`src/hdl/reload_timer_cfg.svh`:
```
`ifndef RELOAD_TIMER_CFG_SVH
`define RELOAD_TIMER_CFG_SVH
// register byte offsets, channel n at base + n * stride
`define RT_OFF_CTRL0    12'h000
`define RT_OFF_RELOAD0  12'h004
`define RT_OFF_COUNT0   12'h008
`define RT_CH_STRIDE    12'h010
`define RT_OFF_STATUS   12'h020
`define RT_OFF_MASK     12'h024
// control field positions
`define RT_CTRL_EN      0
`define RT_CTRL_START   1
`define RT_CTRL_RELOAD  2
`define RT_CTRL_SRC     3
`define RT_CTRL_CSEL_LO 4
`define RT_CTRL_EDGE_LO 6
`define RT_CTRL_XFER    8
// reset values
`define RT_CTRL_RST     32'h0000_0000
`define RT_RELOAD_RST   16'hffff
// prescaler taps: internal rates are clk/2, clk/8, clk/32
`define RT_DIV_W        5
`define RT_TAP0         1
`define RT_TAP1         3
`define RT_TAP2         5
`endif

```
`src/hdl/reload_timer_pkg.sv`:
```
package reload_timer_pkg;
  typedef enum logic [1:0] {
    CS_DIV2  = 2'h0,
    CS_DIV8  = 2'h1,
    CS_DIV32 = 2'h2
  } clk_sel_t;
  typedef enum logic [1:0] {
    EDGE_RISE = 2'h1,
    EDGE_FALL = 2'h2,
    EDGE_BOTH = 2'h3
  } edge_sel_t;
  typedef enum logic [1:0] {
    ST_IDLE = 2'h0,
    ST_LOAD = 2'h1,
    ST_RUN  = 2'h3
  } ch_state_t;
  typedef struct packed {
    logic      xfer;
    edge_sel_t edge_sel;
    clk_sel_t  clk_sel;
    logic      src_ext;
    logic      reload_mode;
    logic      en;
  } ch_cfg_t;
  typedef struct packed {
    logic        paddr_ok;
    logic [11:0] paddr;
  } unused_t;
endpackage

```
`src/hdl/reload_channel.sv`:
```
`timescale 1ns/10ps
`include "reload_timer_cfg.svh"
module reload_channel (
  input  wire logic                      ref_clk,
  input  wire logic                      rst_n,
  input  wire reload_timer_pkg::ch_cfg_t cfg,
  input  wire logic                      start,
  input  wire logic [15:0]               reload_val,
  input  wire logic [2:0]                tick,
  input  wire logic                      ext_sync,
  output logic [15:0]                    count_q,
  output logic                           running_q,
  output logic                           uflow_q
);
  reload_timer_pkg::ch_state_t state_q;
  logic                        ext_prev_q;
  logic                        rise;
  logic                        fall;
  logic                        ev;
  logic                        int_ev;
  logic                        ext_ev;

  assign rise = ext_sync & ~ext_prev_q;
  assign fall = ~ext_sync & ext_prev_q;
  // three internal rates, one selected
  assign int_ev = (cfg.clk_sel == reload_timer_pkg::CS_DIV32) ? tick[2] :
                  (cfg.clk_sel == reload_timer_pkg::CS_DIV8)  ? tick[1] :
                  tick[0];
  assign ext_ev = (cfg.edge_sel[0] & rise) | (cfg.edge_sel[1] & fall);
  // one source at a time
  assign ev = cfg.src_ext ? ext_ev : int_ev;

  always_ff @(posedge ref_clk) begin
    if (!rst_n) begin
      ext_prev_q <= 1'b0;
    end else begin
      ext_prev_q <= ext_sync;
    end
  end

  always_ff @(posedge ref_clk) begin
    if (!rst_n) begin
      state_q   <= reload_timer_pkg::ST_IDLE;
      count_q   <= 16'h0000;
      running_q <= 1'b0;
      uflow_q   <= 1'b0;
    end else begin
      uflow_q <= 1'b0;
      case (state_q)
        reload_timer_pkg::ST_IDLE: begin
          running_q <= 1'b0;
          if (start && cfg.en) begin
            state_q <= reload_timer_pkg::ST_LOAD;
          end
        end
        reload_timer_pkg::ST_LOAD: begin
          count_q   <= reload_val;
          running_q <= 1'b1;
          state_q   <= reload_timer_pkg::ST_RUN;
        end
        reload_timer_pkg::ST_RUN: begin
          if (!cfg.en) begin
            state_q   <= reload_timer_pkg::ST_IDLE;
            running_q <= 1'b0;
          end else if (start) begin
            state_q <= reload_timer_pkg::ST_LOAD;
          end else if (ev) begin
            if (count_q == 16'h0000) begin
              uflow_q <= 1'b1;
              if (cfg.reload_mode) begin
                count_q <= reload_val;
              end else begin
                count_q   <= 16'hffff;
                running_q <= 1'b0;
                state_q   <= reload_timer_pkg::ST_IDLE;
              end
            end else begin
              count_q <= count_q - 16'h0001;
            end
          end
        end
        default: begin
          state_q <= reload_timer_pkg::ST_IDLE;
        end
      endcase
    end
  end

  a_uflow_zero: assert property (@(posedge ref_clk) disable iff (!rst_n)
    uflow_q |-> $past(count_q) == 16'h0000)
    else $error("underflow without zero count");
  a_reload_after: assert property (@(posedge ref_clk) disable iff (!rst_n)
    uflow_q && cfg.reload_mode && $past(cfg.reload_mode)
      && $past(state_q) == reload_timer_pkg::ST_RUN
    |-> count_q == $past(reload_val))
    else $error("reload not applied on underflow");
  a_oneshot_halt: assert property (@(posedge ref_clk) disable iff (!rst_n)
    uflow_q && !$past(cfg.reload_mode) |-> !running_q)
    else $error("one-shot did not stop");
  a_start_load: assert property (@(posedge ref_clk) disable iff (!rst_n)
    state_q == reload_timer_pkg::ST_LOAD ##1 1'b1
    |-> count_q == $past(reload_val))
    else $error("start did not load reload value");
  a_count_step: assert property (@(posedge ref_clk) disable iff (!rst_n)
    state_q == reload_timer_pkg::ST_RUN && cfg.en && !start && ev
      && count_q != 16'h0000
    |=> count_q == $past(count_q) - 16'h0001)
    else $error("counter did not step down by one");
  a_hold_idle: assert property (@(posedge ref_clk) disable iff (!rst_n)
    state_q == reload_timer_pkg::ST_RUN && !ev && !start && cfg.en
    |=> $stable(count_q))
    else $error("count moved without a count event");
endmodule // reload_channel

```
`src/hdl/reload_timer.sv`:
```
`timescale 1ns/10ps
`include "reload_timer_cfg.svh"
// Behaviour
// - each channel holds a 16-bit counter stepping down one per event
// - internal mode counts on one of three divided clocks
// - event mode counts on the chosen edge of the event pin
// - each channel uses exactly one source, internal or external
// - underflow is the event taken at 0000 (one-shot goes to ffff, reload mode to reload value), not reaching zero
// - period is reload value plus one counts
// - reload mode copies reload value on underflow and keeps counting
// - one-shot mode halts after first underflow until restarted
// - an underflow can raise an interrupt request
// - underflow can trigger the data-transfer service instead
// - two independent channels with own settings and requests
module reload_timer (
  input  wire logic        ref_clk,
  input  wire logic        rst_n,
  input  wire logic        psel,
  input  wire logic        penable,
  input  wire logic        pwrite,
  input  wire logic [11:0] paddr,
  input  wire logic [31:0] pwdata,
  output logic [31:0]      prdata,
  output logic             pready,
  output logic             pslverr,
  input  wire logic [1:0]  event_in,
  output logic             irq,
  output logic [1:0]       xfer_req
);
  localparam int NCH = 2;

  logic [`RT_DIV_W-1:0]        div_q;
  logic [`RT_DIV_W-1:0]        div_d;
  logic [2:0]                  tick_q;
  logic [1:0]                  ev_meta_q;
  logic [1:0]                  ev_sync_q;
  reload_timer_pkg::ch_cfg_t   cfg_q [NCH];
  logic [15:0]                 reload_q [NCH];
  logic [NCH-1:0]              start_q;
  logic [NCH-1:0]              status_q;
  logic [NCH-1:0]              mask_q;
  logic [15:0]                 count_w [NCH];
  logic [NCH-1:0]              running_w;
  logic [NCH-1:0]              uflow_w;
  logic                        wr_en;
  logic                        rd_en;
  logic                        hit;
  logic [31:0]                 rd_d;

  assign wr_en = psel & penable & pwrite;
  assign rd_en = psel & ~penable & ~pwrite;

  // prescaler for the three internal rates
  assign div_d = div_q + `RT_DIV_W'(1);
  always_ff @(posedge ref_clk) begin
    if (!rst_n) begin
      div_q  <= '0;
      tick_q <= 3'h0;
    end else begin
      div_q     <= div_d;
      tick_q[0] <= (div_d[`RT_TAP0-1:0] == '0);
      tick_q[1] <= (div_d[`RT_TAP1-1:0] == '0);
      tick_q[2] <= (div_d[`RT_TAP2-1:0] == '0);
    end
  end

  // event pins synchronised
  always_ff @(posedge ref_clk) begin
    if (!rst_n) begin
      ev_meta_q <= 2'h0;
      ev_sync_q <= 2'h0;
    end else begin
      ev_meta_q <= event_in;
      ev_sync_q <= ev_meta_q;
    end
  end

  // two channel instances
  genvar g;
  generate
    for (g = 0; g < NCH; g++) begin : g_ch
      reload_channel u_ch (
        .ref_clk    (ref_clk),
        .rst_n      (rst_n),
        .cfg        (cfg_q[g]),
        .start      (start_q[g]),
        .reload_val (reload_q[g]),
        .tick       (tick_q),
        .ext_sync   (ev_sync_q[g]),
        .count_q    (count_w[g]),
        .running_q  (running_w[g]),
        .uflow_q    (uflow_w[g])
      );
    end
  endgenerate

  // control and reload registers
  always_ff @(posedge ref_clk) begin
    if (!rst_n) begin
      for (int i = 0; i < NCH; i++) begin
        cfg_q[i]    <= reload_timer_pkg::ch_cfg_t'(`RT_CTRL_RST);
        reload_q[i] <= `RT_RELOAD_RST;
      end
      start_q <= '0;
      mask_q  <= '0;
    end else begin
      start_q <= '0;
      if (wr_en) begin
        for (int i = 0; i < NCH; i++) begin
          if (paddr == `RT_OFF_CTRL0 + 12'(i) * `RT_CH_STRIDE) begin
            cfg_q[i].en          <= pwdata[`RT_CTRL_EN];
            cfg_q[i].reload_mode <= pwdata[`RT_CTRL_RELOAD];
            cfg_q[i].src_ext     <= pwdata[`RT_CTRL_SRC];
            cfg_q[i].clk_sel     <= reload_timer_pkg::clk_sel_t'(
              pwdata[`RT_CTRL_CSEL_LO +: 2]);
            cfg_q[i].edge_sel    <= reload_timer_pkg::edge_sel_t'(
              pwdata[`RT_CTRL_EDGE_LO +: 2]);
            cfg_q[i].xfer        <= pwdata[`RT_CTRL_XFER];
            start_q[i]           <= pwdata[`RT_CTRL_START]
                                    & pwdata[`RT_CTRL_EN];
          end
          if (paddr == `RT_OFF_RELOAD0 + 12'(i) * `RT_CH_STRIDE) begin
            reload_q[i] <= pwdata[15:0];
          end
        end
        if (paddr == `RT_OFF_MASK) begin
          mask_q <= pwdata[NCH-1:0];
        end
      end
    end
  end

  // sticky underflow flags, set wins over write-one-clear
  always_ff @(posedge ref_clk) begin
    if (!rst_n) begin
      status_q <= '0;
    end else begin
      for (int i = 0; i < NCH; i++) begin
        if (uflow_w[i] && !cfg_q[i].xfer) begin
          status_q[i] <= 1'b1;
        end else if (wr_en && paddr == `RT_OFF_STATUS && pwdata[i]) begin
          status_q[i] <= 1'b0;
        end
      end
    end
  end

  // interrupt and transfer requests
  always_ff @(posedge ref_clk) begin
    if (!rst_n) begin
      irq      <= 1'b0;
      xfer_req <= 2'h0;
    end else begin
      irq <= |(status_q & mask_q);
      for (int i = 0; i < NCH; i++) begin
        xfer_req[i] <= uflow_w[i] & cfg_q[i].xfer;
      end
    end
  end

  // read decode
  always_comb begin
    rd_d = 32'h0000_0000;
    hit  = 1'b0;
    for (int i = 0; i < NCH; i++) begin
      if (paddr == `RT_OFF_CTRL0 + 12'(i) * `RT_CH_STRIDE) begin
        hit  = 1'b1;
        rd_d = {23'h0, cfg_q[i].xfer, cfg_q[i].edge_sel, cfg_q[i].clk_sel,
                cfg_q[i].src_ext, cfg_q[i].reload_mode, running_w[i],
                cfg_q[i].en};
      end
      if (paddr == `RT_OFF_RELOAD0 + 12'(i) * `RT_CH_STRIDE) begin
        hit  = 1'b1;
        rd_d = {16'h0, reload_q[i]};
      end
      if (paddr == `RT_OFF_COUNT0 + 12'(i) * `RT_CH_STRIDE) begin
        hit  = 1'b1;
        rd_d = {16'h0, count_w[i]};
      end
    end
    if (paddr == `RT_OFF_STATUS) begin
      hit  = 1'b1;
      rd_d = {30'h0, status_q};
    end
    if (paddr == `RT_OFF_MASK) begin
      hit  = 1'b1;
      rd_d = {30'h0, mask_q};
    end
  end

  // apb answer: one wait-free access phase
  always_ff @(posedge ref_clk) begin
    if (!rst_n) begin
      prdata  <= 32'h0000_0000;
      pready  <= 1'b0;
      pslverr <= 1'b0;
    end else begin
      pready  <= psel & ~penable;
      pslverr <= psel & ~penable & ~hit;
      if (rd_en) begin
        prdata <= rd_d;
      end
    end
  end

  a_irq_follow: assert property (@(posedge ref_clk) disable iff (!rst_n)
    (status_q & mask_q) != '0 |=> irq)
    else $error("irq missing with unmasked flag");
  a_irq_quiet: assert property (@(posedge ref_clk) disable iff (!rst_n)
    irq |-> $past((status_q & mask_q) != '0))
    else $error("irq without unmasked flag");
  a_flag_sticky: assert property (@(posedge ref_clk) disable iff (!rst_n)
    uflow_w[0] && !cfg_q[0].xfer |=> status_q[0])
    else $error("underflow flag not set");
  a_xfer_route: assert property (@(posedge ref_clk) disable iff (!rst_n)
    uflow_w[1] && cfg_q[1].xfer |=> xfer_req[1] && !$rose(status_q[1]))
    else $error("transfer request not routed");
  a_tick_rate: assert property (@(posedge ref_clk) disable iff (!rst_n)
    tick_q[0] |=> !tick_q[0] ##1 tick_q[0])
    else $error("fast tick not every second cycle");
endmodule // reload_timer

```
`config.mk`:
```
export PLATFORM = sky130hd
export DESIGN_NAME = reload_timer
export DESIGN_NICKNAME = d
export VERILOG_FILES = /design/src/hdl/reload_timer_pkg.sv /design/src/hdl/reload_channel.sv /design/src/hdl/reload_timer.sv
export VERILOG_INCLUDE_DIRS = /design/src /design/src/hdl
export SDC_FILE = /design/constraint.sdc
export NUM_CORES = 1
export LEC_CHECK = 0
export BUFFER_PORTS_ARGS = -buffer_cell sky130_fd_sc_hd__clkbuf_2
export CAP_MARGIN = 20
export CORE_MARGIN = 4
export CORE_UTILIZATION = 52
export DETAILED_ROUTE_END_ITERATION = 10
export PLACE_DENSITY = 0.76
export SKIP_LAST_GASP = 1
export SYNTH_ARGS = -nofsm -noshare
export SYNTH_HDL_FRONTEND = slang
export SYNTH_SLANG_ARGS = --single-unit
```
`constraint.sdc`:
```
create_clock -name ref_clk -period 2.79 [get_ports ref_clk]
set_input_delay 0.279 -clock ref_clk [delete_from_list [all_inputs] [get_ports ref_clk]]
set_output_delay 0.279 -clock ref_clk [all_outputs]
set_load 0.03 [all_outputs]
```
Word-level counts from Yosys, hierarchy flattened
Memories as Yosys holds them, arrays and structs flattened.
Index checks and enable logic that the tools add are counted.
- add/subtract/negate cells: 3
- equal/unequal tests: 37
- multiplexer cells: 96
- bitwise logic cells: 48
- reduce and logical (&&, ||, !) cells: 34
- operator list (operator ; count):
    2-to-1 mux 32 bit ; 7
    2-to-1 mux 16 bit ; 12
    one-hot mux 16 bit (2 select lines) ; 2
    2-to-1 mux 1 bit ; 54
    equality test 12 x 5 -> 1 bit (second input constant) ; 3
    logical NOT 16 bit ; 2
    2-to-1 mux 2 bit ; 16
    subtractor 16 x 1 -> 16 bit (second input constant) ; 2
    equality test 12 x 6 -> 1 bit (second input constant) ; 2
    inequality test 3 bit (second input constant) ; 8
    inequality test 4 bit (second input constant) ; 6
    bitwise AND 1 bit ; 16
    OR 1 bit ; 16
    AND reduction 4 bit ; 4
    NOT 1 bit ; 15
    equality test 12 x 3 -> 1 bit (second input constant) ; 1
    equality test 12 x 4 -> 1 bit (second input constant) ; 1
    logical NOT 12 bit ; 1
    inequality test 2 x 1 -> 1 bit (second input constant) ; 6
    one-hot mux 2 bit (3 select lines) ; 2
    AND reduction 5 bit ; 2
    OR reduction 5 bit ; 2
    2-to-1 mux 9 bit ; 1
    equality test 2 x 1 -> 1 bit (second input constant) ; 4
    15 further kinds ; 33
- register bits after elaboration: 97
- RAM bits: 48
- memories kept: 2
- memories (memory ; words ; bits a word ; read ports ; clocked after Yosys merged registers in ; write ports ; RTL line ; RTL):
    reload_q ; 2 ; 16 ; 2 ; 0 ; 2 ; reload_timer.sv:38 ; logic [15:0] reload_q [NCH];
    cfg_q ; 2 ; 8 ; 2 ; 0 ; 2 ; reload_timer.sv:37 ; reload_timer_pkg::ch_cfg_t cfg_q [NCH];

Logic depth before layout (Yosys ltp)
Gate-level depths: netlist of the first run.
- depth after elaboration: 11
- gate-level depth with buffers: 8
- gate-level depth less buffers: 7

Hierarchy
A second synthesis of the first run with hierarchy kept.
- cells, all modules: 732
- area, all modules: 7095.6 um^2
- by module, submodules not included (module ; times used ; cells an instance ; area each (um^2) ; seq. area each (um^2)):
    reload_timer ; 1 ; 396 ; 4265.3 ; 2222.1
    reload_channel (g_ch[0].u_ch) ; 1 ; 173 ; 1448.9 ; 420.4
    reload_channel (g_ch[1].u_ch) ; 1 ; 163 ; 1381.3 ; 420.4

Worst setup path after synthesis of the first run
No wires, ideal clock.
- path type: input to register
- start: input port paddr[5]
- end: memory reload_q[1][0], in the netlist reload_q[0][16], enable pin
- setup time: 0.411 ns
- data arrival time: 2.426 ns
- slack: -0.047 ns
- stages on the path: 5
- cell sequence: buf_2 > nor3_2 > nand3_2 > or4_4 > o21ai_0
- RTL lines (element ; RTL line ; RTL):
    from (decl) ; reload_timer.sv:21 ; input wire logic [11:0] paddr,
    to (decl) ; reload_timer.sv:38 ;

Worst setup path in the final report of the first run
- start: register g_ch[0].u_ch.count_q[0]
- end: register g_ch[0].u_ch.count_q[10]
- longest elaborated chain between the ends: 6
- elaborated cells between the ends (all ways): 7
- those cells by class: add/sub: 1; mux: 5; reduce/logical: 1
- RTL lines (element ; RTL line ; RTL):
    from (decl) ; reload_channel.sv:11 ; output logic [15:0] count_q,
    from (signal assigned) ; reload_channel.sv:57 ; count_q <= reload_val;
    from (signal assigned) ; reload_channel.sv:71 ; count_q <= reload_val;
    from (signal assigned) ; reload_channel.sv:78 ; count_q <= count_q - 16'h0001;
    subtractor 16 x 1 -> 16 bit / logical NOT 16 bit (equally long branches) ; reload_channel.sv:78, reload_channel.sv:68 ;
    2-to-1 mux 16 bit (*) ; reload_channel.sv:68 ; if (count_q == 16'h0000) begin
    2-to-1 mux 16 bit (*) ; reload_channel.sv:67 ; end else if (ev) begin
    2-to-1 mux 16 bit (*) ; reload_channel.sv:65 ; end else if (start) begin
    2-to-1 mux 16 bit (*) ; reload_channel.sv:62 ; if (!cfg.en) begin
    one-hot mux 16 bit (2 select lines) (*) ; reload_channel.sv:49 ; case (state_q)
Mark *: on every way between the ends. The rest lies on a longest branch, timed or not. The select of a mux whose other input is x is not followed.
A chain may end at the register's enable or synchronous reset.

==> impl_results.md, run 1 <==
- List of cells traversed by the critical path: inv_1, ha_1, or4b_2, or3_1, o22a_1, o221a_2
- Endpoint of the most critical register-to-register path: g_ch[0].u_ch.count_q[10]$_SDFFE_PN0P_
- Drt first pass iters: 5
- Crit path capture type: flop
- WS Path Type: reg2reg
- Minimum setup slack among reg-to-reg paths: 0.38 ns
- Routed Antenna Nets: 0
- Data required, critical path: 3.10 ns
- Launch instance of the worst register-to-register path: g_ch[0].u_ch.count_q[0]$_SDFFE_PN0P_
- GRT Total Usage: 26.3%
- Slowest Stage Delay on Critical Path: 0.68 ns
- Aggregate global routing overflow: 0
- Part of the Yosys area used for sequential elements: 46.6%
- Initial antenna violation count: 0
- Average cell area after synthesis: 9.48 um2
- RSZ-0062 raised after global routing: no
- Outcome: completed
- Final hold vios: 0
- Most used flip-flop cell after synthesis: sky130_fd_sc_hd__dfxtp_1
- Worst-case vdd ir drop: 0.000746 V
- Cell with the most instances after synthesis: sky130_fd_sc_hd__dfxtp_1
- Antenna diode count: 0
- Number of nets in the finished design: 811
- Largest net degree at the start of global routing: 37
- Critical-path cell with the highest stage delay: sky130_fd_sc_hd__or4b_2
- Chip height: 120 um
- Via count: 5947
- Maximum buffer depth of the clock tree: 2
- Count of unique library cells instantiated by Yosys: 72
- Ys Warns: 0
- Rows: 40
- Capture point of the critical path: g_ch[0].u_ch.count_q[10]$_SDFFE_PN0P_
- Launch point of the worst path: g_ch[0].u_ch.count_q[0]$_SDFFE_PN0P_
- Worst min path class: in2reg
- Setup Total Neg Slack: 0 ns
- Number of buffers created by CTS: 17
- Post-cts repair resize count: 0
- Storage cell area: 3060 um2
- Number of failing setup endpoints in the final timing report: 0
- Number of stages on the worst setup path: 6
- RePlAce Congestion: 0.959
- Area of the mapped netlist: 6570 um2
- Number of cells traversed by the worst register-to-register path: 6
- Detailed Route WL: 18.7 mm
- Top cells by area in the synthesized netlist: sky130_fd_sc_hd__dfxtp_1 25%, sky130_fd_sc_hd__edfxtp_1 22%, sky130_fd_sc_hd__o21ai_0 4.1%
- Clk Tree Root Cell: sky130_fd_sc_hd__clkbuf_16
- Flip-flop and latch count after synthesis: 129
- Critical path buffers and inverters: 1
- Worst clock skew: 0.00644 ns
- FMAX: 415 MHz
- Actual transition at the worst max-transition pin: 0.657 ns
- Crit share post-route: 86.5%
- Filler cell count in the final layout: 1009
- Ranking of synthesized cells by instance count: 81 x sky130_fd_sc_hd__dfxtp_1, 56 x sky130_fd_sc_hd__nand2_1, 54 x sky130_fd_sc_hd__o21ai_0
- Total of hold buffers inserted after clock tree synthesis: 0
- Number of instances in the synthesized netlist: 693
- Global-route wire length before repair: 29.6 mm
- Number of DRC violations after detailed-routing iteration 0: 735
- Number of I/O pins: 88
- # Max-Cap Violations: 0
- Port buffer count: 55
- CTS tree: done
- Crit path max-delay family: simple AND/OR/NAND/NOR gates
- Detailed-placement wirelength estimate: 13.4 mm
- Vias per Instance: 6.36
- Vias in the first global route: 5490
- Worst Setup Start Kind: flop
- Count of H-tree levels built during CTS: 4
- Die Area: 14500 um2
- Number of max-slew violations in the final report: 0
- Die extent in x: 120 um
- Worst-skew pair later-pin latency: 0.43 ns
- CP Max Fanout: 6
- CTS sink cnt: 129
- Area share of the leading cell type in the synthesized netlist: 24.7%
- P&R area growth vs syn: 15.5%
- Arrival time of the worst setup path: 2.72 ns
- Starting utilization of the core area: 53.8%
- Biggest area consumer among synthesized cells: sky130_fd_sc_hd__dfxtp_1
- Ratio of cells with drive above 1 in the final layout: 17.6%
- Max-slew headroom at the worst pin: 56.1%
- P_leak: 2.73 nW
- EDFF count, synth: 48
- Total setup buffers inserted after CTS: 0
- Final worst path period need: 2.41 ns
- Remaining routing DRC violations: 0
- Final Hold Slack: 0.0574 ns
- Synth async-reset ratio: 0%
- Multi-input gate area in the final layout: 3190 um2
- Per-cell routed wire length: 20.0 um
- Clock slew at reported path FFs: 0.06 ns
- Pwr Density: 586 nW/um2
- Core footprint: 12200 um2
[logic make-up after synthesis]
| logic type | synth area share [%] |
|---|---|
| AOI/OAI and AO/OA | 21.3 |
| other | 0.0571 |
| buffers and inverters | 5.69 |
| muxes | 1.73 |
| DFF | 46.6 |
| xor gates and xnor gates | 1.87 |
| and+or+nand+nor | 21.5 |
| adders and majority gates | 1.14 |
[worst min path at each step]
| stage | start | end | slack (ns) | cells after the start |
|---|---|---|---|---|
| 2_1_floorplan | penable | pready$_SDFF_PN0_ | 0.37 | 1 |
| 3_3_place_gp | ev_meta_q[0]$_SDFF_PN0_ | ev_sync_q[0]$_SDFF_PN0_ | 0.42 | 1 |
| 3_5_place_dp | ev_meta_q[1]$_SDFF_PN0_ | ev_sync_q[1]$_SDFF_PN0_ | 0.42 | 1 |
| 4_1_cts | event_in[0] | ev_meta_q[0]$_SDFF_PN0_ | 0.05 | 2 |
| 5_1_grt | event_in[0] | ev_meta_q[0]$_SDFF_PN0_ | 0.06 | 2 |
| 6_report | event_in[1] | ev_meta_q[1]$_SDFF_PN0_ | 0.06 | 2 |
[sequential cells by signal, summed over array words and instances, names as in the netlist, 3 cells and up]
name               flops
reload_q              32
g_ch.u_ch.count_q     32
g_ch.u_ch.state_q      4
prdata                16
cfg_q                 16
tick_q                 3
div_q                  5
[through the flow]
stage	total power (W)	instance area, um2	std cells	setup WS, ns	util, %
finish	0.00445	7590	935	0.378	62.1
global route	0.00459	7590	935	0.316	62.1
CTS	0.00445	7590	935	0.424	62.1
detailed placement	0.00230	7010	903	0.369	57.4
global placement	0.00229	7010	903	0.470	57.4
floorplan	0.00222	6630	708	0.349	-
[layer usage]
layer	track usage (%)	wire (um)	vias to the layer above
met2	40.8	8610	339
li1	-	-	2710
met3	6.50	1710	63
met5	0	0	-
met4	10.8	680	0
met1	35.1	7670	2835
[area by class of cell]
class                           instances  share of cell area [%]
Inverter                               27                    1.34
Clock buffer                           19                    5.84
Multi-Input combinational cell        501                    42.0
Timing Repair Buffer                   78                    5.90
Tap cell                              168                    2.77
Clock inverter                         13                    1.78
Sequential cell                       129                    40.4
[layout by cell type, fill, tap and decap left out, types with 6 or more instances in the layout]
cell type	Yosys	layout
sky130_fd_sc_hd__nor2_1	42	42
sky130_fd_sc_hd__nand4_1	10	10
sky130_fd_sc_hd__nor2b_1	11	11
sky130_fd_sc_hd__buf_4	18	23
sky130_fd_sc_hd__nand2_1	56	56
sky130_fd_sc_hd__ha_1	6	6
sky130_fd_sc_hd__inv_1	26	26
sky130_fd_sc_hd__nor4_1	7	7
sky130_fd_sc_hd__nand3_1	18	18
sky130_fd_sc_hd__nor3_1	15	15
sky130_fd_sc_hd__dfxtp_1	81	81
sky130_fd_sc_hd__clkbuf_16	0	17
sky130_fd_sc_hd__nand2b_1	19	19
sky130_fd_sc_hd__xnor2_1	10	10
sky130_fd_sc_hd__o22ai_1	27	27
sky130_fd_sc_hd__o21ai_0	54	52
sky130_fd_sc_hd__mux2i_1	8	8
sky130_fd_sc_hd__edfxtp_1	48	48
sky130_fd_sc_hd__o211ai_1	10	10
sky130_fd_sc_hd__a21oi_1	20	20
sky130_fd_sc_hd__or3_1	7	7
sky130_fd_sc_hd__clkbuf_2	0	55
sky130_fd_sc_hd__and2_1	27	27
sky130_fd_sc_hd__a221oi_1	28	28
sky130_fd_sc_hd__o21ai_1	6	8
sky130_fd_sc_hd__o2bb2ai_1	9	9
sky130_fd_sc_hd__conb_1	1	16
[power by group]
group / total [W] / switching (W) / internal, W
Combinational: 0.000227 / 0.000156 / 0.0000711
Sequential: 0.00204 / 0.0000429 / 0.00200
Clock: 0.00218 / 0.000846 / 0.00133
Note: power is estimated with default switching activity, not from simulation.
==> run 2, diff against run 1 <==
--- a/config.mk
+++ b/config.mk
@@ -9,9 +9,10 @@
 export BUFFER_PORTS_ARGS = -buffer_cell sky130_fd_sc_hd__clkbuf_2
 export CAP_MARGIN = 20
 export CORE_MARGIN = 4
-export CORE_UTILIZATION = 52
+export CORE_UTILIZATION = 56
 export DETAILED_ROUTE_END_ITERATION = 10
-export PLACE_DENSITY = 0.76
+export HOLD_SLACK_MARGIN = 0.08
+export PLACE_DENSITY = 0.78
 export SKIP_LAST_GASP = 1
 export SYNTH_ARGS = -nofsm -noshare
 export SYNTH_HDL_FRONTEND = slang
==> constraint.sdc (replaced) <==
create_clock -name ref_clk -period 2.4 [get_ports ref_clk]
set_input_delay 0.24 -clock ref_clk [delete_from_list [all_inputs] [get_ports ref_clk]]
set_output_delay 0.24 -clock ref_clk [all_outputs]
set_load 0.03 [all_outputs]
==> run 2 against run 1 <==
Against the previous run:
- register-to-register slack got worse by 0.20 ns
- hold slack improved by 0.043 ns
- wire length up 4.8%
- combinational power increased by 26%
- via count rose by 2.0%
- fmax rose by 8.7%
- final area increased by 1.6%
- largest power group unchanged
==> impl_results.md, run 2 (same netlist as run 1, synthesis figures left out) <==
- Chip height: 116 um (was 120 um)
- Via count: 6063 (was 5947)
- Hold Path Origin: pwdata[0] (was event_in[1])
- Crit share post-route: 92.4% (was 86.5%)
- WS Path Type: reg2reg (unchanged)
- Drt first pass iters: 5 (unchanged)
- Worst clock skew: 0.0101 ns (was 0.00644 ns)
- Number of nets in the finished design: 829 (was 811)
- Total setup buffers inserted after CTS: 0 (unchanged)
- Number of DRC violations after detailed-routing iteration 0: 754 (was 735)
- Starting utilization of the core area: 57.3% (was 53.8%)
- Total non-filler cell area in the finished layout: 7710 um2 (was 7590 um2)
- Launch instance of the worst register-to-register path: g_ch[0].u_ch.count_q[0]$_SDFFE_PN0P_ (unchanged)
- Commonest non-fill, non-tap cell in the layout: sky130_fd_sc_hd__dfxtp_1 (unchanged)
- Number of max-slew violations in the final report: 0 (unchanged)
- FMAX: 451 MHz (was 415 MHz)
- # Max-Cap Violations: 0 (unchanged)
- Rows: 39 (was 40)
- Worst-case vdd ir drop: 0.000609 V (was 0.000746 V)
- Vias in the first global route: 5709 (was 5490)
- Aggregate global routing overflow: 0 (unchanged)
- CP Max Fanout: 6 (unchanged)
- Global-route wire length before repair: 31.2 mm (was 29.6 mm)
- GRT Total Usage: 30.3% (was 26.3%)
- Final hold vios: 0 (unchanged)
- Worst Setup Start Kind: flop (unchanged)
- Ratio of cells with drive above 1 in the final layout: 19.6% (was 17.6%)
- Per-cell routed wire length: 21.1 um (was 20.0 um)
- Top library cells by usage in the layout, fill and taps aside: 81 x sky130_fd_sc_hd__dfxtp_1, 56 x sky130_fd_sc_hd__nand2_1, 55 x sky130_fd_sc_hd__clkbuf_2 (unchanged)
- Die Area: 13500 um2 (was 14500 um2)
- Die extent in x: 116 um (was 120 um)
- Largest net degree at the start of global routing: 31 (was 37)
- CTS sink cnt: 129 (unchanged)
- Detailed-placement wirelength estimate: 14.2 mm (was 13.4 mm)
- Routed Antenna Nets: 0 (unchanged)
- Actual transition at the worst max-transition pin: 0.722 ns (was 0.657 ns)
- Detailed Route WL: 19.6 mm (was 18.7 mm)
- P_leak: 2.83 nW (was 2.73 nW)
- Arrival time of the worst setup path: 2.53 ns (was 2.72 ns)
- Setup Total Neg Slack: 0 ns (unchanged)
- Number of failing setup endpoints in the final timing report: 0 (unchanged)
- P&R area growth vs syn: 17.4% (was 15.5%)
- Setup slack of the critical path after layout: 0.182 ns (was 0.378 ns)
- Final worst path period need: 2.22 ns (was 2.41 ns)
- Setup slack after placement: 0.163 ns (was 0.369 ns)
- Max-slew headroom at the worst pin: 51.5% (was 56.1%)
- RSZ-0062 raised after global routing: no (unchanged)
- Pwr Density: 665 nW/um2 (was 586 nW/um2)
- Port buffer count: 55 (unchanged)
- Total power: 0.00513 W (was 0.00445 W)
- Largest registers ranked by flip-flop count: g_ch.u_ch.count_q x32, reload_q x32 (unchanged)
- Worst min path class: in2reg (unchanged)
- Antenna diode count: 0 (unchanged)
- Area of placed instances: 7120 um2 (was 7010 um2)
- Initial antenna violation count: 0 (unchanged)
- Vias per Instance: 6.53 (was 6.36)
- RePlAce Congestion: 1.03 (was 0.959)
- Launch point of the worst path: g_ch[0].u_ch.count_q[0]$_SDFFE_PN0P_ (unchanged)
- Clock slew at reported path FFs: 0.06 ns (about the same)
- Number of I/O pins: 88 (unchanged)
- Count of H-tree levels built during CTS: 4 (unchanged)
- Maximum buffer depth of the clock tree: 2 (unchanged)
- Worst-skew pair later-pin latency: 0.43 ns (about the same)
- Clk Tree Root Cell: sky130_fd_sc_hd__clkbuf_16 (unchanged)
- Core footprint: 11500 um2 (was 12200 um2)
- Crit path capture type: flop (unchanged)
- CTS tree: done (unchanged)
- Final Hold Slack: 0.100 ns (was 0.0574 ns)
- Number of buffers created by CTS: 17 (unchanged)
- Data required, critical path: 2.72 ns (was 3.10 ns)
- Outcome: completed (unchanged)
- Remaining routing DRC violations: 0 (unchanged)
## run 2: per-layer routing
metal | GRT usage, % | share of wire (%)
met5 | 0 | 0
met4 | 12.8 | 3.3
met3 | 7.31 | 8.9
met2 | 48.6 | 48
met1 | 39.4 | 40
## run 2: power by group
| group | switching (W) | internal [W] | total, W |
|---|---|---|---|
| registers | 0.0000517 | 0.00232 | 0.00237 |
| clock network | 0.000994 | 0.00147 | 0.00247 |
| logic | 0.000192 | 0.0000937 | 0.000286 |
| total | 0.00124 | 0.00389 | 0.00513 |
## run 2: path summary, 6_finish.rpt
path / end / slack (ns) / depth (start not counted)
hold reg to reg: ev_sync_q[0]$_SDFF_PN0_ / 0.43 / 1
setup / recovery: g_ch[0].u_ch.count_q[10]$_SDFFE_PN0P_ / 0.18 / 6
hold / removal: mask_q[0]$_SDFFE_PN0P_ / 0.10 / 3
setup reg to reg: g_ch[0].u_ch.count_q[10]$_SDFFE_PN0P_ / 0.18 / 6
## run 2: through the flow
stage | std cells | utilization [%]
final | 928 | 67.2
after global routing | 928 | 67.2
after CTS | 928 | 67.2
after detailed placement | 894 | 62.1
after global placement | 894 | 62.1
after floorplan | 708 | -
## run 2: cell type report
type	instances	area, um2
Multi-Input combinational cell	501	3200
Timing Repair Buffer	96	601
Sequential cell	129	3060
Clock inverter	13	111
Tap cell	143	179
Inverter	27	101
Clock buffer	19	453
Fill cell	884	3760
## run 2: what timing repair did
action,4_1_cts,5_1_grt
hold buffers,2,0
hold endpoints to repair,2,0
setup endpoints to repair,0,1
gates resized for setup,0,1
## run 2: critical path: stages, from the launching register on
cell and delay [ns]:
sky130_fd_sc_hd__dfxtp_1 0.37, sky130_fd_sc_hd__inv_1 0.13, sky130_fd_sc_hd__ha_1 0.18, sky130_fd_sc_hd__or4b_2 0.63
sky130_fd_sc_hd__or3_1 0.37, sky130_fd_sc_hd__o22a_1 0.20, sky130_fd_sc_hd__o221a_2 0.23
==> run 3, diff against run 2 <==
--- a/config.mk
+++ b/config.mk
@@ -8,11 +8,13 @@
 export LEC_CHECK = 0
 export BUFFER_PORTS_ARGS = -buffer_cell sky130_fd_sc_hd__clkbuf_2
 export CAP_MARGIN = 20
-export CORE_MARGIN = 4
-export CORE_UTILIZATION = 56
+export CELL_PAD_IN_SITES_DETAIL_PLACEMENT = 1
+export CELL_PAD_IN_SITES_GLOBAL_PLACEMENT = 1
+export CORE_MARGIN = 5
+export CORE_UTILIZATION = 45
 export DETAILED_ROUTE_END_ITERATION = 10
 export HOLD_SLACK_MARGIN = 0.08
-export PLACE_DENSITY = 0.78
+export PLACE_DENSITY_LB_ADDON = 0.1
 export SKIP_LAST_GASP = 1
 export SYNTH_ARGS = -nofsm -noshare
 export SYNTH_HDL_FRONTEND = slang
==> run 3 against run 2 <==
Against the previous run:
- critical path depth did not move
- hold slack improved by 0.013 ns
- via count fell by 1.3%
- non-clock buffer count fell by 2
- clock-buffer cell count rose by 2
- total power rose by 1.8%
- sequential power barely moved
- clock power rose by 4%
- wire length rose by 11%
- largest cell class unchanged
==> impl_results.md, run 3 (same netlist as run 1, synthesis figures left out) <==
- WS Path Type: reg2reg (unchanged)
- Max-slew headroom at the worst pin: 52.7% (was 51.5%)
- RePlAce Congestion: 0.883 (was 1.03)
- Arrival time of the worst setup path: 2.56 ns (was 2.53 ns)
- Crit path capture type: flop (unchanged)
- Worst clock skew: 0.00513 ns (was 0.0101 ns)
- Count of H-tree levels built during CTS: 4 (unchanged)
- Port buffer count: 55 (unchanged)
- Vias per Instance: 6.19 (was 6.53)
- Drt first pass iters: 5 (unchanged)
- Clock slew at reported path FFs: 0.06 ns (about the same)
- Crit share post-route: 93.8% (was 92.4%)
- Detailed-placement wirelength estimate: 16.3 mm (was 14.2 mm)
- GRT Total Usage: 26.0% (was 30.3%)
- Number of failing setup endpoints in the final timing report: 0 (unchanged)
- Hold Path Origin: penable (was pwdata[0])
- Top library cells by usage in the layout, fill and taps aside: 81 x sky130_fd_sc_hd__dfxtp_1, 56 x sky130_fd_sc_hd__nand2_1, 55 x sky130_fd_sc_hd__clkbuf_2 (unchanged)
- Outcome: completed (unchanged)
- CTS sink cnt: 129 (unchanged)
- Core footprint: 14400 um2 (was 11500 um2)
- Via count: 5982 (was 6063)
- Data required, critical path: 2.71 ns (was 2.72 ns)
- Number of max-slew violations in the final report: 0 (unchanged)
- Vias in the first global route: 6020 (was 5709)
- Endpoint of the most critical register-to-register path: g_ch[0].u_ch.count_q[10]$_SDFFE_PN0P_ (unchanged)
- Total setup buffers inserted after CTS: 0 (unchanged)
- FMAX: 444 MHz (was 451 MHz)
- Rows: 44 (was 39)
- Initial antenna violation count: 0 (unchanged)
- Setup slack of the critical path after layout: 0.149 ns (was 0.182 ns)
- RSZ-0062 raised after global routing: no (unchanged)
- Maximum buffer depth of the clock tree: 2 (unchanged)
- Setup Total Neg Slack: 0 ns (unchanged)
- CTS tree: done (unchanged)
- Routed Antenna Nets: 0 (unchanged)
- Number of cells traversed by the worst register-to-register path: 6 (unchanged)
- CP Max Fanout: 6 (unchanged)
- P_leak: 2.83 nW (about the same)
- # Max-Cap Violations: 0 (unchanged)
- Number of nets in the finished design: 827 (was 829)
- Final worst path period need: 2.25 ns (was 2.22 ns)
- Minimum setup slack among reg-to-reg paths: 0.15 ns (was 0.18 ns)
- Hold Crit Endpoint: pready$_SDFF_PN0_ (was mask_q[0]$_SDFFE_PN0P_)
- Clk Tree Root Cell: sky130_fd_sc_hd__clkbuf_16 (unchanged)
- Ratio of cells with drive above 1 in the final layout: 19.4% (was 19.6%)
- Starting utilization of the core area: 45.5% (was 57.3%)
- Worst min path class: in2reg (unchanged)
- Global-route wire length before repair: 33.5 mm (was 31.2 mm)
- Total non-filler cell area in the finished layout: 7750 um2 (was 7710 um2)
- Actual transition at the worst max-transition pin: 0.704 ns (was 0.722 ns)
- P&R area growth vs syn: 18.1% (was 17.4%)
- Area of placed instances: 7140 um2 (was 7120 um2)
- Worst Setup Start Kind: flop (unchanged)
- Die Area: 17100 um2 (was 13500 um2)
- Launch instance of the worst register-to-register path: g_ch[0].u_ch.count_q[0]$_SDFFE_PN0P_ (unchanged)
- Final hold vios: 0 (unchanged)
- Filler cell count in the final layout: 1652 (was 884)
- Number of I/O pins: 88 (unchanged)
- Pwr Density: 673 nW/um2 (was 665 nW/um2)
- Number of DRC violations after detailed-routing iteration 0: 391 (was 754)
- Worst-case vdd ir drop: 0.000480 V (was 0.000609 V)
- Largest net degree at the start of global routing: 37 (was 31)
- Remaining routing DRC violations: 0 (unchanged)
- Worst-skew pair later-pin latency: 0.42 ns (was 0.43 ns)
- Detailed Route WL: 21.6 mm (was 19.6 mm)
- Largest registers ranked by flip-flop count: g_ch.u_ch.count_q x32, reload_q x32 (unchanged)
- Die extent in x: 131 um (was 116 um)
- Antenna diode count: 0 (unchanged)
- WHS Path Cells: 2 (was 3)
- Chip height: 131 um (was 116 um)
- Number of buffers created by CTS: 17 (unchanged)
- Aggregate global routing overflow: 0 (unchanged)
- Commonest non-fill, non-tap cell in the layout: sky130_fd_sc_hd__dfxtp_1 (unchanged)
- Per-cell routed wire length: 22.3 um (was 21.1 um)
- Setup slack after placement: 0.143 ns (was 0.163 ns)
[run 3: changes by cell type in the layout (fill, tap and decap cells not counted), sizes merged]
cell      before  now
buf           39   37
bufinv         1    0
clkbuf        74   76
clkinv         8    5
clkinvlp       2    0
inv           29   33
[run 3: final cells by class]
class	instances	area, um2	area share [%]
clock buffer	21	504	6.50
clock inverter	11	87.6	1.13
tap	184	230	2.97
timing repair buffer	94	573	7.39
sequential	129	3060	39.5
multi-input combinational	501	3200	41.2
inverter	27	101	1.31
[run 3: worst max-delay path: stages, from the launching register on]
cell	delay [ns]
sky130_fd_sc_hd__dfxtp_1	0.36
sky130_fd_sc_hd__inv_1	0.12
sky130_fd_sc_hd__ha_1	0.19
sky130_fd_sc_hd__or4b_2	0.68
sky130_fd_sc_hd__or3_1	0.37
sky130_fd_sc_hd__o22a_1	0.19
sky130_fd_sc_hd__o221a_2	0.23
[run 3: worst max path at each step]
| stage | cells after the start | endpoint | start |
|---|---|---|---|
| finish | 6 | g_ch[0].u_ch.count_q[10]$_SDFFE_PN0P_ | g_ch[0].u_ch.count_q[0]$_SDFFE_PN0P_ |
| global route | 8 | g_ch[1].u_ch.count_q[12]$_SDFFE_PN0P_ | g_ch[1].u_ch.count_q[0]$_SDFFE_PN0P_ |
| floorplan | 6 | cfg_q[1][0]$_DFFE_PP_ | paddr[5] |
| global placement | 6 | g_ch[0].u_ch.count_q[10]$_SDFFE_PN0P_ | g_ch[0].u_ch.count_q[0]$_SDFFE_PN0P_ |
| detailed placement | 6 | prdata[4]$_SDFFE_PN0P_ | paddr[3] |
| CTS | 6 | g_ch[0].u_ch.count_q[10]$_SDFFE_PN0P_ | g_ch[0].u_ch.count_q[0]$_SDFFE_PN0P_ |
[run 3: metal layers]
layer  global-route usage, %  vias to the layer above  wire length (um)
li1                        -                     2737                 -
met3                    3.98                       49              1040
met1                    33.5                     3005              9280
met2                    43.0                      191             10400
met4                    12.3                        0               869
met5                       0                        -                 0
[run 3: metrics by stage]
step	hold WS [ns]	util, %	power (W)	instances
after CTS	0.0959	53.8	0.00525	967
after global routing	0.102	53.8	0.00536	967
final	0.113	53.8	0.00522	967
after global placement	0.419	49.5	0.00268	933
after detailed placement	0.431	49.5	0.00269	933
after floorplan	0.328	-	0.00258	708
[run 3: report_power, final]
group | switching (W) | internal, W | total (W)
logic | 0.000188 | 0.0000892 | 0.000278
clock network | 0.00104 | 0.00152 | 0.00256
registers | 0.0000553 | 0.00232 | 0.00238
[run 3: what timing repair did]
item	in CTS	in global routing
hold buffers	2	0
hold endpoints to repair	2	0
gates resized for setup	0	0
